**config.mk**
```make
export PLATFORM = sky130hd
export DESIGN_NAME = hafp_top
export DESIGN_NICKNAME = d
export VERILOG_FILES = /design/src/hafp_pkg.sv /design/src/hafp_addr_filter.sv /design/src/hafp_queue.sv /design/src/hafp_top.sv
export SDC_FILE = /design/constraint.sdc
export NUM_CORES = 1
export LEC_CHECK = 0
export BUFFER_PORTS_ARGS = -buffer_cell sky130_fd_sc_hd__buf_4
export CAP_MARGIN = 15
export CORE_UTILIZATION = 55
export CTS_CLUSTER_SIZE = 25
export DETAILED_ROUTE_END_ITERATION = 8
export PLACE_DENSITY_LB_ADDON = 0.15
export SETUP_SLACK_MARGIN = 0.3
export SLEW_MARGIN = 15
export SYNTH_ARGS = -nofsm -noshare
export SYNTH_HDL_FRONTEND = slang
export SYNTH_HIERARCHICAL = 1
export SYNTH_SLANG_ARGS = --single-unit
```
**constraint.sdc**
```tcl
create_clock -name clk_sys -period 6.5 [get_ports clk_sys]
set_clock_uncertainty 0.15 [all_clocks]
set_input_delay 0.325 -clock clk_sys [delete_from_list [all_inputs] [get_ports clk_sys]]
set_output_delay 0.325 -clock clk_sys [all_outputs]
set_load 0.01 [all_outputs]
```
**src/hafp_pkg.sv**
```systemverilog
/*
 * constants shared by the two-channel hdlc address filter and fifo port:
 * pages, register offsets, field positions and sizes.
 * assumes an 8-bit paged register port and a byte-wide link on each side.
 */
package hafp_pkg;

	// ************
	// pages and offsets
	// ************
	localparam int HAFP_CHANNELS = 2;
	localparam logic [7:0] PAGE_CH0 = 8'h0B;
	localparam logic [7:0] PAGE_CH1 = 8'h0C;
	localparam logic [7:0] OFS_FIRST_ADDR = 8'h10;
	localparam logic [7:0] OFS_SECOND_ADDR = 8'h11;
	localparam logic [7:0] OFS_QUEUE_PORT = 8'h12;
	localparam logic [7:0] OFS_CONTROL_ONE = 8'h13;
	localparam logic [7:0] OFS_STATUS = 8'h14;
	localparam logic [7:0] OFS_CONTROL_TWO = 8'h15;
	localparam logic [7:0] OFS_EVENT_MASK = 8'h16;
	localparam logic [7:0] OFS_EVENT_FLAGS = 8'h17;
	localparam logic [7:0] OFS_CHECK_HIGH = 8'h18;
	localparam logic [7:0] OFS_CHECK_LOW = 8'h19;
	localparam logic [7:0] OFS_TX_LENGTH = 8'h1A;
	localparam logic [7:0] OFS_TEST_CONTROL = 8'h1B;
	localparam logic [7:0] OFS_TEST_STATUS = 8'h1C;
	localparam logic [7:0] OFS_CONTROL_THREE = 8'h1D;
	localparam logic [7:0] OFS_CONTROL_FOUR = 8'h1E;

	// ************
	// field positions
	// ************
	localparam int BIT_MATCH_ENABLE = 0;
	localparam int BIT_FIRST_EXTRA = 1;
	localparam int BIT_ADDR_RECOG = 7;
	localparam int BIT_RX_ENABLE = 6;
	localparam int BIT_TX_ENABLE = 5;
	localparam int BIT_END_TAG = 4;
	localparam int BIT_ABORT_TAG = 3;
	localparam int BIT_MARK_IDLE = 2;
	localparam int BIT_SEVEN_BIT = 4;
	localparam int BIT_RX_FLUSH = 1;
	localparam int BIT_TX_FLUSH = 0;

	// event flag bits
	localparam int EV_GO_AHEAD = 7;
	localparam int EV_END_DETECTED = 6;
	localparam int EV_TX_END_SENT = 5;
	localparam int EV_END_RECEIVED = 4;
	localparam int EV_TX_LOW = 3;
	localparam int EV_TX_UNDERRUN = 2;
	localparam int EV_RX_FULL = 1;
	localparam int EV_RX_OVERFLOW = 0;

	// ************
	// codes and sizes
	// ************
	localparam logic [1:0] CODE_PACKET = 2'h0;
	localparam logic [1:0] CODE_FIRST = 2'h1;
	localparam logic [1:0] CODE_LAST_GOOD = 2'h2;
	localparam logic [1:0] CODE_LAST_BAD = 2'h3;
	localparam logic [6:0] ALL_CALL = 7'h7F;
	localparam logic [7:0] REG_RESET = 8'h00;
	localparam int QUEUE_DEPTH = 16;
	localparam int TX_ENTRY_W = 10;
	localparam int RX_ENTRY_W = 10;

endpackage

```
**src/hafp_addr_filter.sv**
```systemverilog
/*
 * receive address filter: holds each byte one slot, decides on the address
 * bytes, then passes or drops the packet with a per-byte status code.
 * assumes input bytes arrive at least two cycles apart.
 */
module hafp_addr_filter
	import hafp_pkg::*;
(
	input wire logic clk_sys,
	input wire logic reset,
	input wire logic enable,
	input wire logic [7:0] first_reg,
	input wire logic [7:0] second_reg,
	input wire logic seven_bit,
	input wire logic addr_recog,
	input wire logic in_valid,
	input wire logic [7:0] in_data,
	input wire logic in_first,
	input wire logic in_last,
	input wire logic in_bad,
	output logic out_valid,
	output logic [7:0] out_data,
	output logic [1:0] out_code
);
	logic [7:0] first_byte_reg;
	logic [7:0] hold_reg;
	logic [1:0] hold_code_reg;
	logic hold_valid_reg;
	logic second_due_reg;
	logic accept_reg;
	logic flush_reg;

	function automatic logic first_hit(input logic [7:0] b, input logic [7:0] pat, input logic sev);
		first_hit = (b[7:2] == pat[7:2]) && (!sev || b[BIT_FIRST_EXTRA] == pat[BIT_FIRST_EXTRA]);
	endfunction

	wire a1_en = first_reg[BIT_MATCH_ENABLE];
	wire a2_en = second_reg[BIT_MATCH_ENABLE];
	wire [7:0] first_src = second_due_reg ? first_byte_reg : in_data;
	wire match1 = !a1_en || first_hit(first_src, first_reg, seven_bit);
	wire match2 = !a2_en || (in_data[7:1] == second_reg[7:1]);
	wire all_call = a1_en && a2_en && (first_src[7:1] == ALL_CALL);
	wire acc_single = !addr_recog || all_call || match1;
	wire acc_double = !addr_recog || all_call || (match1 && match2);
	wire [1:0] in_code = in_last ? (in_bad ? CODE_LAST_BAD : CODE_LAST_GOOD) :
		(in_first ? CODE_FIRST : CODE_PACKET);
	wire take = in_valid && enable;
	wire pass_now = second_due_reg ? acc_double : accept_reg;

	always_ff @(posedge clk_sys) begin
		if (reset) begin
			first_byte_reg <= REG_RESET;
			hold_reg <= REG_RESET;
			hold_code_reg <= CODE_PACKET;
			hold_valid_reg <= 1'b0;
			second_due_reg <= 1'b0;
			accept_reg <= 1'b0;
			flush_reg <= 1'b0;
			out_valid <= 1'b0;
			out_data <= REG_RESET;
			out_code <= CODE_PACKET;
		end else begin
			out_valid <= 1'b0;
			if (flush_reg) begin
				out_valid <= hold_valid_reg && accept_reg;
				out_data <= hold_reg;
				out_code <= hold_code_reg;
				hold_valid_reg <= 1'b0;
				flush_reg <= 1'b0;
			end else if (take && in_first) begin
				first_byte_reg <= in_data;
				hold_reg <= in_data;
				hold_code_reg <= in_code;
				hold_valid_reg <= 1'b1;
				second_due_reg <= !in_last;
				accept_reg <= in_last && acc_single;
				flush_reg <= in_last;
			end else if (take && hold_valid_reg) begin
				out_valid <= pass_now;
				out_data <= hold_reg;
				out_code <= hold_code_reg;
				accept_reg <= pass_now;
				second_due_reg <= 1'b0;
				hold_reg <= in_data;
				hold_code_reg <= in_code;
				flush_reg <= in_last;
			end
		end
	end
endmodule

```
**src/hafp_queue.sv**
```systemverilog
/*
 * synchronous fifo with flags that lag the pointers by one cycle.
 * assumes nothing of the caller: push and pop are guarded here with the true level.
 */
module hafp_queue #(
	parameter int WIDTH = 10,
	parameter int DEPTH = 16
) (
	input wire logic clk_sys,
	input wire logic reset,
	input wire logic flush,
	input wire logic push,
	input wire logic [WIDTH-1:0] push_data,
	input wire logic pop,
	output logic [WIDTH-1:0] head,
	output logic [$clog2(DEPTH):0] level,
	output logic empty_flag,
	output logic full_flag
);
	localparam int AW = $clog2(DEPTH);
	localparam logic [AW:0] DEPTH_L = (AW+1)'(DEPTH);

	logic [WIDTH-1:0] mem [DEPTH];
	logic [AW-1:0] wr_ptr_reg;
	logic [AW-1:0] rd_ptr_reg;
	logic [AW:0] level_reg;
	wire do_push = push && (level_reg != DEPTH_L);
	wire do_pop = pop && (level_reg != '0);

	assign head = mem[rd_ptr_reg];
	assign level = level_reg;

	always_ff @(posedge clk_sys) begin
		if (do_push) begin
			mem[wr_ptr_reg] <= push_data;
		end
	end

	always_ff @(posedge clk_sys) begin
		if (reset || flush) begin
			wr_ptr_reg <= '0;
			rd_ptr_reg <= '0;
			level_reg <= '0;
		end else begin
			wr_ptr_reg <= wr_ptr_reg + AW'(do_push);
			rd_ptr_reg <= rd_ptr_reg + AW'(do_pop);
			level_reg <= level_reg + (AW+1)'(do_push) - (AW+1)'(do_pop);
		end
	end

	// flags follow the settled level one cycle later
	always_ff @(posedge clk_sys) begin
		if (reset) begin
			empty_flag <= 1'b1;
			full_flag <= 1'b0;
		end else begin
			empty_flag <= (level_reg == '0);
			full_flag <= (level_reg == DEPTH_L);
		end
	end
endmodule

```
**src/hafp_top.sv**
```systemverilog
/*
 * two hdlc register sets behind a paged byte register port: address
 * recognition, tagged transmit queue writes, receive queue reads with
 * per-byte status, event flags with mask and one interrupt output.
 * assumes the serial framing logic hands over whole bytes with packet
 * markers and takes tagged transmit bytes with valid/ready.
 */
module hafp_top
	import hafp_pkg::*;
#(
	parameter int DEPTH = hafp_pkg::QUEUE_DEPTH
) (
	input wire logic clk_sys,
	input wire logic reset,
	input wire logic [7:0] reg_page,
	input wire logic [7:0] reg_addr,
	input wire logic [7:0] reg_wdata,
	input wire logic reg_wr,
	input wire logic reg_rd,
	output logic [7:0] reg_rdata,
	output logic irq,
	input wire logic [1:0] rx_valid,
	input wire logic [1:0][7:0] rx_data,
	input wire logic [1:0] rx_first,
	input wire logic [1:0] rx_last,
	input wire logic [1:0] rx_bad,
	input wire logic [1:0] rx_idle,
	input wire logic [1:0] rx_go_ahead,
	input wire logic [1:0] rx_end_seen,
	input wire logic [1:0][15:0] rx_check,
	input wire logic [1:0] tx_underrun,
	output logic [1:0] tx_valid,
	output logic [1:0][9:0] tx_data,
	input wire logic [1:0] tx_ready,
	output logic [1:0] rx_enable,
	output logic [1:0] tx_enable,
	output logic [1:0] mark_idle
);
	import hafp_pkg::*;

	localparam int LW = $clog2(DEPTH) + 1;

	// ************
	// register storage
	// ************
	logic [1:0][7:0] first_addr_reg;
	logic [1:0][7:0] second_addr_reg;
	logic [1:0][7:0] ctl_one_reg;
	logic [1:0][7:0] ctl_two_reg;
	logic [1:0][7:0] mask_reg;
	logic [1:0][7:0] flags_reg;
	logic [1:0][7:0] tx_len_reg;
	logic [1:0][7:0] test_ctl_reg;
	logic [1:0][7:0] ctl_three_reg;
	logic [1:0][7:0] ctl_four_reg;
	logic [1:0][1:0] rx_code_reg;
	logic [1:0] rx_full_d_reg;
	logic [1:0] tx_empty_d_reg;

	// ************
	// address decode
	// ************
	function automatic logic [1:0] page_hit(input logic [7:0] page);
		page_hit = {page == PAGE_CH1, page == PAGE_CH0};
	endfunction

	wire [1:0] sel = page_hit(reg_page);
	wire ch = sel[1];
	wire any_sel = |sel;
	wire wr_hit = reg_wr && any_sel;
	wire rd_hit = reg_rd && any_sel;
	wire wr_first = wr_hit && reg_addr == OFS_FIRST_ADDR;
	wire wr_second = wr_hit && reg_addr == OFS_SECOND_ADDR;
	wire wr_queue = wr_hit && reg_addr == OFS_QUEUE_PORT;
	wire wr_ctl_one = wr_hit && reg_addr == OFS_CONTROL_ONE;
	wire wr_ctl_two = wr_hit && reg_addr == OFS_CONTROL_TWO;
	wire wr_mask = wr_hit && reg_addr == OFS_EVENT_MASK;
	wire wr_len = wr_hit && reg_addr == OFS_TX_LENGTH;
	wire wr_test = wr_hit && reg_addr == OFS_TEST_CONTROL;
	wire wr_ctl_three = wr_hit && reg_addr == OFS_CONTROL_THREE;
	wire wr_ctl_four = wr_hit && reg_addr == OFS_CONTROL_FOUR;
	wire rd_queue = rd_hit && reg_addr == OFS_QUEUE_PORT;
	wire rd_flags = rd_hit && reg_addr == OFS_EVENT_FLAGS;

	// ************
	// queues and filters per channel
	// ************
	logic [1:0] tx_push;
	logic [1:0] tx_pop;
	logic [1:0] rx_pop;
	logic [1:0][9:0] tx_head;
	logic [1:0][9:0] rx_head;
	logic [1:0][LW-1:0] tx_level;
	logic [1:0][LW-1:0] rx_level;
	logic [1:0] tx_empty;
	logic [1:0] tx_full;
	logic [1:0] rx_empty;
	logic [1:0] rx_full;
	logic [1:0] f_valid;
	logic [1:0][7:0] f_data;
	logic [1:0][1:0] f_code;
	logic [1:0] rx_push;
	logic [1:0] rx_over;
	logic [1:0] tx_handed;

	genvar g;
	generate
		for (g = 0; g < HAFP_CHANNELS; g++) begin : g_ch
			wire [9:0] tx_entry = {ctl_one_reg[g][BIT_END_TAG], ctl_one_reg[g][BIT_ABORT_TAG], reg_wdata};
			assign tx_push[g] = wr_queue && (ch == 1'(g));
			assign rx_pop[g] = rd_queue && (ch == 1'(g)) && (rx_level[g] != '0);
			assign tx_handed[g] = tx_valid[g] && tx_ready[g];
			assign tx_pop[g] = (tx_level[g] != '0) && (!tx_valid[g] || tx_ready[g]);
			assign rx_push[g] = f_valid[g] && !rx_over[g];
			assign rx_over[g] = f_valid[g] && (rx_level[g] == LW'(DEPTH));

			hafp_queue #(.WIDTH(TX_ENTRY_W), .DEPTH(DEPTH)) u_tx_queue (
				.clk_sys(clk_sys),
				.reset(reset),
				.flush(ctl_two_reg[g][BIT_TX_FLUSH]),
				.push(tx_push[g]),
				.push_data(tx_entry),
				.pop(tx_pop[g]),
				.head(tx_head[g]),
				.level(tx_level[g]),
				.empty_flag(tx_empty[g]),
				.full_flag(tx_full[g])
			);

			hafp_queue #(.WIDTH(RX_ENTRY_W), .DEPTH(DEPTH)) u_rx_queue (
				.clk_sys(clk_sys),
				.reset(reset),
				.flush(ctl_two_reg[g][BIT_RX_FLUSH]),
				.push(rx_push[g]),
				.push_data({f_code[g], f_data[g]}),
				.pop(rx_pop[g]),
				.head(rx_head[g]),
				.level(rx_level[g]),
				.empty_flag(rx_empty[g]),
				.full_flag(rx_full[g])
			);

			hafp_addr_filter u_filter (
				.clk_sys(clk_sys),
				.reset(reset),
				.enable(ctl_one_reg[g][BIT_RX_ENABLE]),
				.first_reg(first_addr_reg[g]),
				.second_reg(second_addr_reg[g]),
				.seven_bit(ctl_two_reg[g][BIT_SEVEN_BIT]),
				.addr_recog(ctl_one_reg[g][BIT_ADDR_RECOG]),
				.in_valid(rx_valid[g]),
				.in_data(rx_data[g]),
				.in_first(rx_first[g]),
				.in_last(rx_last[g]),
				.in_bad(rx_bad[g]),
				.out_valid(f_valid[g]),
				.out_data(f_data[g]),
				.out_code(f_code[g])
			);
		end
	endgenerate

	// ************
	// events
	// ************
	logic [1:0][7:0] events;
	logic [1:0][7:0] irq_src;
	always_comb begin
		for (int c = 0; c < HAFP_CHANNELS; c++) begin
			events[c] = '0;
			events[c][EV_GO_AHEAD] = rx_go_ahead[c];
			events[c][EV_END_DETECTED] = rx_end_seen[c];
			events[c][EV_TX_END_SENT] = tx_handed[c] && tx_data[c][9];
			events[c][EV_END_RECEIVED] = rx_push[c] && f_code[c][1];
			events[c][EV_TX_LOW] = tx_empty[c] && !tx_empty_d_reg[c];
			events[c][EV_TX_UNDERRUN] = tx_underrun[c];
			events[c][EV_RX_FULL] = rx_full[c] && !rx_full_d_reg[c];
			events[c][EV_RX_OVERFLOW] = rx_over[c];
			irq_src[c] = flags_reg[c] & mask_reg[c];
		end
	end

	// ************
	// read mux
	// ************
	logic [7:0] rd_mux;
	always_comb begin
		unique case (reg_addr)
			OFS_FIRST_ADDR: rd_mux = first_addr_reg[ch];
			OFS_SECOND_ADDR: rd_mux = second_addr_reg[ch];
			OFS_QUEUE_PORT: rd_mux = (rx_level[ch] != '0) ? rx_head[ch][7:0] : REG_RESET;
			OFS_CONTROL_ONE: rd_mux = ctl_one_reg[ch];
			OFS_STATUS: rd_mux = {|irq_src[ch], rx_idle[ch], rx_code_reg[ch],
				tx_full[ch], tx_empty[ch], rx_full[ch], rx_empty[ch]};
			OFS_CONTROL_TWO: rd_mux = ctl_two_reg[ch];
			OFS_EVENT_MASK: rd_mux = mask_reg[ch];
			OFS_EVENT_FLAGS: rd_mux = flags_reg[ch];
			OFS_CHECK_HIGH: rd_mux = rx_check[ch][15:8];
			OFS_CHECK_LOW: rd_mux = rx_check[ch][7:0];
			OFS_TX_LENGTH: rd_mux = tx_len_reg[ch];
			OFS_TEST_CONTROL: rd_mux = test_ctl_reg[ch];
			OFS_CONTROL_THREE: rd_mux = ctl_three_reg[ch];
			OFS_CONTROL_FOUR: rd_mux = ctl_four_reg[ch];
			default: rd_mux = REG_RESET;
		endcase
	end

	always_ff @(posedge clk_sys) begin
		if (reset) begin
			reg_rdata <= REG_RESET;
		end else if (reg_rd) begin
			reg_rdata <= any_sel ? rd_mux : REG_RESET;
		end
	end

	// ************
	// register writes
	// ************
	always_ff @(posedge clk_sys) begin
		if (reset) begin
			first_addr_reg <= '0;
			second_addr_reg <= '0;
			ctl_one_reg <= '0;
			ctl_two_reg <= '0;
			mask_reg <= '0;
			tx_len_reg <= '0;
			test_ctl_reg <= '0;
			ctl_three_reg <= '0;
			ctl_four_reg <= '0;
		end else begin
			for (int c = 0; c < HAFP_CHANNELS; c++) begin
				if (sel[c]) begin
					if (wr_first) first_addr_reg[c] <= reg_wdata;
					if (wr_second) second_addr_reg[c] <= reg_wdata;
					if (wr_ctl_one) ctl_one_reg[c] <= reg_wdata;
					if (wr_ctl_two) ctl_two_reg[c] <= reg_wdata;
					if (wr_mask) mask_reg[c] <= reg_wdata;
					if (wr_len) tx_len_reg[c] <= reg_wdata;
					if (wr_test) test_ctl_reg[c] <= reg_wdata;
					if (wr_ctl_three) ctl_three_reg[c] <= reg_wdata;
					if (wr_ctl_four) ctl_four_reg[c] <= reg_wdata;
				end
				if (tx_push[c]) begin
					ctl_one_reg[c][BIT_END_TAG] <= 1'b0;
					ctl_one_reg[c][BIT_ABORT_TAG] <= 1'b0;
				end
				// queue flush bits act for one cycle
				if (ctl_two_reg[c][BIT_RX_FLUSH]) ctl_two_reg[c][BIT_RX_FLUSH] <= 1'b0;
				if (ctl_two_reg[c][BIT_TX_FLUSH]) ctl_two_reg[c][BIT_TX_FLUSH] <= 1'b0;
			end
		end
	end

	// ************
	// flags, popped status, interrupt
	// ************
	always_ff @(posedge clk_sys) begin
		if (reset) begin
			flags_reg <= '0;
			rx_code_reg <= '0;
			rx_full_d_reg <= '0;
			tx_empty_d_reg <= '1;
			irq <= 1'b0;
		end else begin
			for (int c = 0; c < HAFP_CHANNELS; c++) begin
				// a new event wins over the read that clears
				flags_reg[c] <= ((rd_flags && sel[c]) ? 8'h00 : flags_reg[c]) | events[c];
				if (rx_pop[c]) rx_code_reg[c] <= rx_head[c][9:8];
				rx_full_d_reg[c] <= rx_full[c];
				tx_empty_d_reg[c] <= tx_empty[c];
			end
			irq <= |irq_src;
		end
	end

	// ************
	// link side outputs
	// ************
	always_ff @(posedge clk_sys) begin
		if (reset) begin
			tx_valid <= '0;
			tx_data <= '0;
			rx_enable <= '0;
			tx_enable <= '0;
			mark_idle <= '0;
		end else begin
			for (int c = 0; c < HAFP_CHANNELS; c++) begin
				if (tx_pop[c]) begin
					tx_valid[c] <= 1'b1;
					tx_data[c] <= tx_head[c];
				end else if (tx_ready[c]) begin
					tx_valid[c] <= 1'b0;
				end
				rx_enable[c] <= ctl_one_reg[c][BIT_RX_ENABLE];
				tx_enable[c] <= ctl_one_reg[c][BIT_TX_ENABLE];
				mark_idle[c] <= ctl_one_reg[c][BIT_MARK_IDLE];
			end
		end
	end
endmodule

```
==> qor.yml, run 1 <==
status: "completed"
area_delta_synth_final_pct: 13.14
dp_hpwl_um: 62800
worstPathRequired_ps: 6880
drv_cap: 0
holdWs_ps: 0.9616
synth_top_area_share_pct: 48.20
rows: 98
avgViaCountPerCell: 6.117
finalSetupViolCount: 0
critPathCaptureType: "flop"
cp.arrival_ps: 4040
hold_depth: 2
drtAntennaViolNets: 0
globalplace.congestion: 0.9257
worstSetupPathType: "flop to flop"
syn_inst: 2825
drc: 0
post-route-util_pct: 63.00
antenna_found_initial: 3
synth_seq_area_share_pct: 64.72
drive_gt1_share_pct: 16.33
r2r_start: "g_ch[0].u_rx_queue/rd_ptr_reg[0]$_SDFF_PP0_"
gr-usage-met2_pct: 43.86
hold_violations: 0
cts_resized: 0
finalCritPeriodShare_pct: 56.29
netlist_top_cells_area: "edfxtp_1 48%, dfxtp_1 17%, mux4_2 6.2%"
post-route-min-period_ps: 3659
grt_max_degree: 153
hold_path.class: "input port to flop"
n_fill_cell: 5259
ys_warn_count: 6
path_clk_slew_ps: 60
crit_fanout: 30
syn_nets: 2963
hold_end: "tx_data[3]$_SDFFE_PP0P_"
final_cells: 3984
cellLeakagePower_uw: 0.01518
final_common_cell: "edfxtp_1"
synth_top_area_cell: "edfxtp_1"
cts_buffers: 95
grt_util_all_layers_pct: 26.38
irDropWorstVdd_uv: 292.8
rsz0062_at_grt: "no"
numPortBuffers: 130
grt_pass1_vias: 24040
clk_path_buf_depth: 3
grt_use_met3_pct: 3.547
slew-limit-headroom_pct: 20.94
io_pins: 131
drtIter0Drc: 2437
grt-busiest-layer: "met2"
reg2regPathDepth: 7
final_nets: 3087
insertion_delay_ps: 640
setup_tns_ps: 0
clock-sinks: 969
mostFrequentLayoutCells: "640 x edfxtp_1, 325 x dfxtp_1, 276 x nand2_1, 195 x a21oi_1, 174 x mux2i_1"
ys_async_sr_fraction_pct: 0
hold_start: "reset"
rr_endpoint: "reg_rdata[3]$_SDFFE_PP0P_"
grt_overflow: 0
finalMaxSlewViolations: 0
ys.flop_type: "edfxtp_1"
crit_path_start_kind: "flop"
die_x_um: 271.3
tritoncts: "built"
p_per_area_mw_per_mm2: 305.1
synth_seq_cells: 969
initial_utilization_pct: 55.68
wl_per_cell_um: 24.55
worst_pin_slew_ps: 1182
wl_um: 97810
critPathLaunch: "g_ch[0].u_rx_queue/rd_ptr_reg[0]$_SDFF_PP0_"
top_regs: "g_ch.u_rx_queue/mem x320, g_ch.u_tx_queue/mem x320, tx_data x20"
dp_cells: 3768
coreArea_mm2: 0.07161
vias: 24370
grt_pass1_wl_um: 146500
htreeDepth: 3
dr.pass1.iters: 6
die-area_mm2: 0.07358
syn_avg_cell_area_um2: 14.11
clockRootBuffer: "clkbuf_16"
r2r_slack_ps: 2840
total_power_uw: 13760
synth_edf_count: 640
grt_util_met1_pct: 35.45
ys_types: 69
synth_area_mm2: 0.03987
die_h_um: 271.3
fmax_mhz: 273.3
cell families (layout without fill, tap and decap cells):
family	Yosys count	count (layout)	share of synthesized area, %
other	0	3	0
AND/OR/NAND/NOR	691	691	8.206
XOR/XNOR	55	55	1.208
multiplexers	343	343	14.13
adder cells (fa/ha/maj)	44	44	1.456
AO/OA/AOI/OAI	509	509	7.500
buffers and inverters	214	420	2.783
flip-flops	969	969	64.72
metal layers:
metal | vias up | part of all wire, %
li1 | 11000 | -
met1 | 12250 | 41
met3 | 208 | 5.9
met2 | 920 | 49
met5 | - | 0.013
met4 | 2 | 3.8
synth_stat cells (all sizes together), types with 3 or more instances:
cell,instances
a31oi,3
xor2,18
and2,27
o22ai,44
edfxtp,640
mux4,160
fa,4
a21oi,195
inv,37
a21o,6
a22oi,92
nand3b,5
or3,8
xnor2,37
or4,4
buf,57
nand2,276
a32oi,4
dfxtp,329
ha,40
a221oi,5
mux2,9
clkbuf,120
nand4bb,4
nor3b,3
nand3,34
o221ai,4
nor4,14
nor2b,32
mux2i,174
nand2b,20
a211oi,6
nor2,170
nor3,41
nor4b,11
or2,15
o21ai,131
nand4,15
metrics by stage:
stage / setup WS, ps / cell area [µm²]
2_1_floorplan: 2758 / 39870
3_3_place_gp: 2297 / 41480
3_5_place_dp: 2280 / 41510
4_1_cts: 2762 / 45070
5_1_grt: 2610 / 45110
6_report: 2841 / 45110
worst max-delay path: stages, from the launching register on:
cell and delay [ps]:
dfxtp_2 1000, buf_4 420, mux4_1 590, a22oi_1 210
nand2_1 160, mux2i_1 450, o221ai_1 220, o31a_1 320
layout make-up:
type	count	area [µm²]	area share, %
Antenna cell	3	7.507	0.01664
Inverter	37	138.9	0.3078
Timing Repair Buffer	204	1644	3.644
Sequential cell	969	25810	57.21
Multi-Input combinational cell	1642	13100	29.03
Clock buffer	135	2798	6.201
Clock inverter	44	432.9	0.9596
Tap cell	950	1189	2.635
timing repair:
item	in CTS	in global routing
hold buffers	33	0
hold endpoints to repair	55	0
setup buffers	0	0
where the power goes:
| part | internal [µW] | switching (µW) |
|---|---|---|
| logic | 678 | 747 |
| registers | 6620 | 134 |
| clock network | 3320 | 2270 |
how the worst max path moves through the flow:
stage,to,slack (ps)
finish,reg_rdata[3]$_SDFFE_PP0P_,2840
detailed placement,g_ch[0].u_tx_queue/level[4]$_SDFF_PP0_,2280
global placement,g_ch[0].u_tx_queue/level[4]$_SDFF_PP0_,2300
global route,g_ch[0].u_tx_queue/level[4]$_SDFF_PP0_,2610
floorplan,g_ch[1].u_tx_queue/mem[0][0]$_DFFE_PP_,2760
CTS,reg_rdata[3]$_SDFFE_PP0P_,2760
(Power assumes the default switching activity.)
==> run 2, diff against run 1 <==
==> constraint.sdc (replaced) <==
create_clock -name clk_sys -period 3.6 [get_ports clk_sys]
set_clock_uncertainty 0.15 [all_clocks]
set_input_delay 0.18 -clock clk_sys [delete_from_list [all_inputs] [get_ports clk_sys]]
set_output_delay 0.18 -clock clk_sys [all_outputs]
set_load 0.01 [all_outputs]
==> run 2 against run 1 <==
  * Hold slack better by 65 ps
  * Final cell count is 2.7% higher
  * Routed wire length is 1.3% higher
  * Worst setup slack worse by 2400 ps
  * Largest power group unchanged
==> qor.yml, run 2 (same netlist as run 1, synthesis figures left out) <==
status: "completed"  # unchanged
setup_ws_ps: 428.3  # was 2841 ps
critPathBufInv: 1  # unchanged
finalCritPeriodShare_pct: 88.10  # was 56.29%
die-area_mm2: 0.07358  # unchanged
worstPathRequired_ps: 4020  # was 6880 ps
grt_util_all_layers_pct: 26.90  # was 26.38%
avgViaCountPerCell: 6.084  # was 6.117
holdWs_ps: 65.79  # was 0.9616 ps
crit_path_start_kind: "flop"  # unchanged
n_fill_cell: 5267  # was 5259
grt_max_degree: 106  # was 153
coreArea_mm2: 0.07161  # unchanged
setup_tns_ps: 0  # unchanged
rows: 98  # unchanged
drive_gt1_share_pct: 17.77  # was 16.33%
crit_fanout: 4  # was 30
hold_start: "rx_check[1]"  # was reset
cp_cell_sequence: "nor4_2 -> nor2b_2 -> nor3_1 -> nor2b_1 -> ha_1 -> inv_1 -> ha_1 -> fa_1 -> a21oi_1 -> nor2_1 -> or3_1 -> a21oi_1"  # was buf_4 -> mux4_1 -> a22oi_1 -> nand2_1 -> mux2i_1 -> o221ai_1 -> o31a_1
worst_pin_slew_ps: 1126  # was 1182 ps
grt_pass1_vias: 24900  # was 24040
cts_buffers: 96  # was 95
path_delay_family: "simple AND/OR/NAND/NOR gates"  # was multiplexers
top_regs: "g_ch.u_rx_queue/mem x320, g_ch.u_tx_queue/mem x320, tx_data x20"  # unchanged
grt_overflow: 0  # unchanged
p_per_area_mw_per_mm2: 540.1  # was 305.1 mW/mm²
area_delta_synth_final_pct: 15.46  # was 13.14%
rsz0062_at_grt: "yes"  # was no
initial_utilization_pct: 55.68  # unchanged
dp_hpwl_um: 63300  # was 62800 µm
htreeDepth: 3  # unchanged
path_clk_slew_ps: 60  # about the same
clockRootBuffer: "clkbuf_16"  # unchanged
io_pins: 131  # unchanged
cp.arrival_ps: 3590  # was 4040 ps
drtIter0Drc: 2515  # was 2437
max_stage_delay_ps: 410  # was 1000 ps
globalplace.congestion: 0.9443  # was 0.9257
drtAntennaViolNets: 0  # unchanged
wl_per_cell_um: 24.22  # was 24.55 µm
critPathCaptureType: "flop"  # unchanged
final_nets: 3198  # was 3087
critPathLaunch: "g_ch[0].u_rx_queue/level[0]$_SDFF_PP0_"  # was g_ch[0].u_rx_queue/rd_ptr_reg[0]$_SDFF_PP0_
reg2regPathDepth: 12  # was 7
mostFrequentLayoutCells: "640 x edfxtp_1, 325 x dfxtp_1, 276 x nand2_1, 236 x buf_4, 193 x a21oi_1"  # was 640 x edfxtp_1, 325 x dfxtp_1, 276 x nand2_1, 195 x a21oi_1, 174 x mux2i_1
critPathSlowestCell: "fa_1"  # was dfxtp_2
hold_violations: 0  # unchanged
hold_end: "reg_rdata[1]$_SDFFE_PP0P_"  # was tx_data[3]$_SDFFE_PP0P_
total_power_uw: 24860  # was 13760 µW
finalMaxSlewViolations: 0  # unchanged
r2r_slack_ps: 430  # was 2840 ps
slew-limit-headroom_pct: 24.69  # was 20.94%
die_h_um: 271.3  # unchanged
clock-sinks: 969  # unchanged
numPortBuffers: 130  # unchanged
grt_pass1_wl_um: 150300  # was 146500 µm
tritoncts: "built"  # unchanged
rr_endpoint: "g_ch[0].u_rx_queue/level[4]$_SDFF_PP0_"  # was reg_rdata[3]$_SDFFE_PP0P_
clk_path_buf_depth: 3  # unchanged
post-route-min-period_ps: 3172  # was 3659 ps
vias: 24900  # was 24370
worstSetupPathType: "flop to flop"  # unchanged
hold_depth: 5  # was 2
preCtsSetupSlack_ps: 23.48  # was 2280 ps
dr.pass1.iters: 9  # was 6
final_common_cell: "edfxtp_1"  # unchanged
irDropWorstVdd_uv: 756.0  # was 292.8 µV
wl_um: 99110  # was 97810 µm
r2r_start: "g_ch[0].u_rx_queue/level[0]$_SDFF_PP0_"  # was g_ch[0].u_rx_queue/rd_ptr_reg[0]$_SDFF_PP0_
cellLeakagePower_uw: 0.01587  # was 0.01518 µW
antenna_found_initial: 0  # was 3
fmax_mhz: 315.3  # was 273.3 MHz
insertion_delay_ps: 650  # was 640 ps
finalSetupViolCount: 0  # unchanged
drv_cap: 0  # unchanged
drc: 0  # unchanged
hold_path.class: "input port to flop"  # unchanged
die_x_um: 271.3  # unchanged
## run 2: per-layer routing
layer	part of all wire [%]	global-route usage (%)	vias to the layer above
met3	6.3	4.122	214
met1	40	35.35	12530
met5	0	0	-
met2	50	45.11	939
met4	4.0	10.62	0
li1	-	-	11210
## run 2: layout make-up
class	count	area [µm²]	share of cell area (%)
Sequential cell	969	25810	56.06
Antenna cell	1	2.502	0.005436
Clock buffer	143	2805	6.093
Tap cell	950	1189	2.582
Multi-Input combinational cell	1642	13070	28.40
Inverter	37	138.9	0.3017
Timing Repair Buffer	314	2658	5.773
Clock inverter	36	361.6	0.7854
## run 2: timing repair
action | CTS | global route
buffers inserted | 0 | 0
endpoints found under the setup margin | 0 | 4
hold endpoints to repair | 455 | 0
hold buffers | 67 | 0
resized for setup | 0 | 9
## run 2: how the worst max path moves through the flow
stage	depth (start not counted)	slack [ps]	end
after floorplan	11	160	g_ch[1].u_tx_queue/mem[0][0]$_DFFE_PP_
after global placement	14	50	g_ch[0].u_tx_queue/level[4]$_SDFF_PP0_
final	12	430	g_ch[0].u_rx_queue/level[4]$_SDFF_PP0_
after global routing	12	250	g_ch[0].u_tx_queue/level[4]$_SDFF_PP0_
after CTS	12	320	g_ch[0].u_rx_queue/level[4]$_SDFF_PP0_
after detailed placement	14	20	g_ch[0].u_tx_queue/level[4]$_SDFF_PP0_
## run 2: tightest hold or removal path, cell delays in order
cell and delay [ps]:
buf_4 80, mux2i_1 50, o22ai_1 230, or4_1 180, o31a_1 110
## run 2: report_power, final
part / total, µW / switching [µW] / internal (µW) / leakage (µW)
Clock: 9980 / 4100 / 5880 / 0.00155
Sequential: 12100 / 166 / 12000 / 0.00910
Combinational: 2760 / 1460 / 1300 / 0.00522
Total: 24900 / 5730 / 19100 / 0.0159
## run 2: per-stage QoR
stage                     utilization, %  instances  area (µm²)
after CTS                          64.24       4091       46000
after global placement             58.88       3845       42160
after floorplan                        -       2825       39940
after detailed placement           58.88       3845       42160
after global routing               64.29       4091       46040
final                              64.29       4092       46040
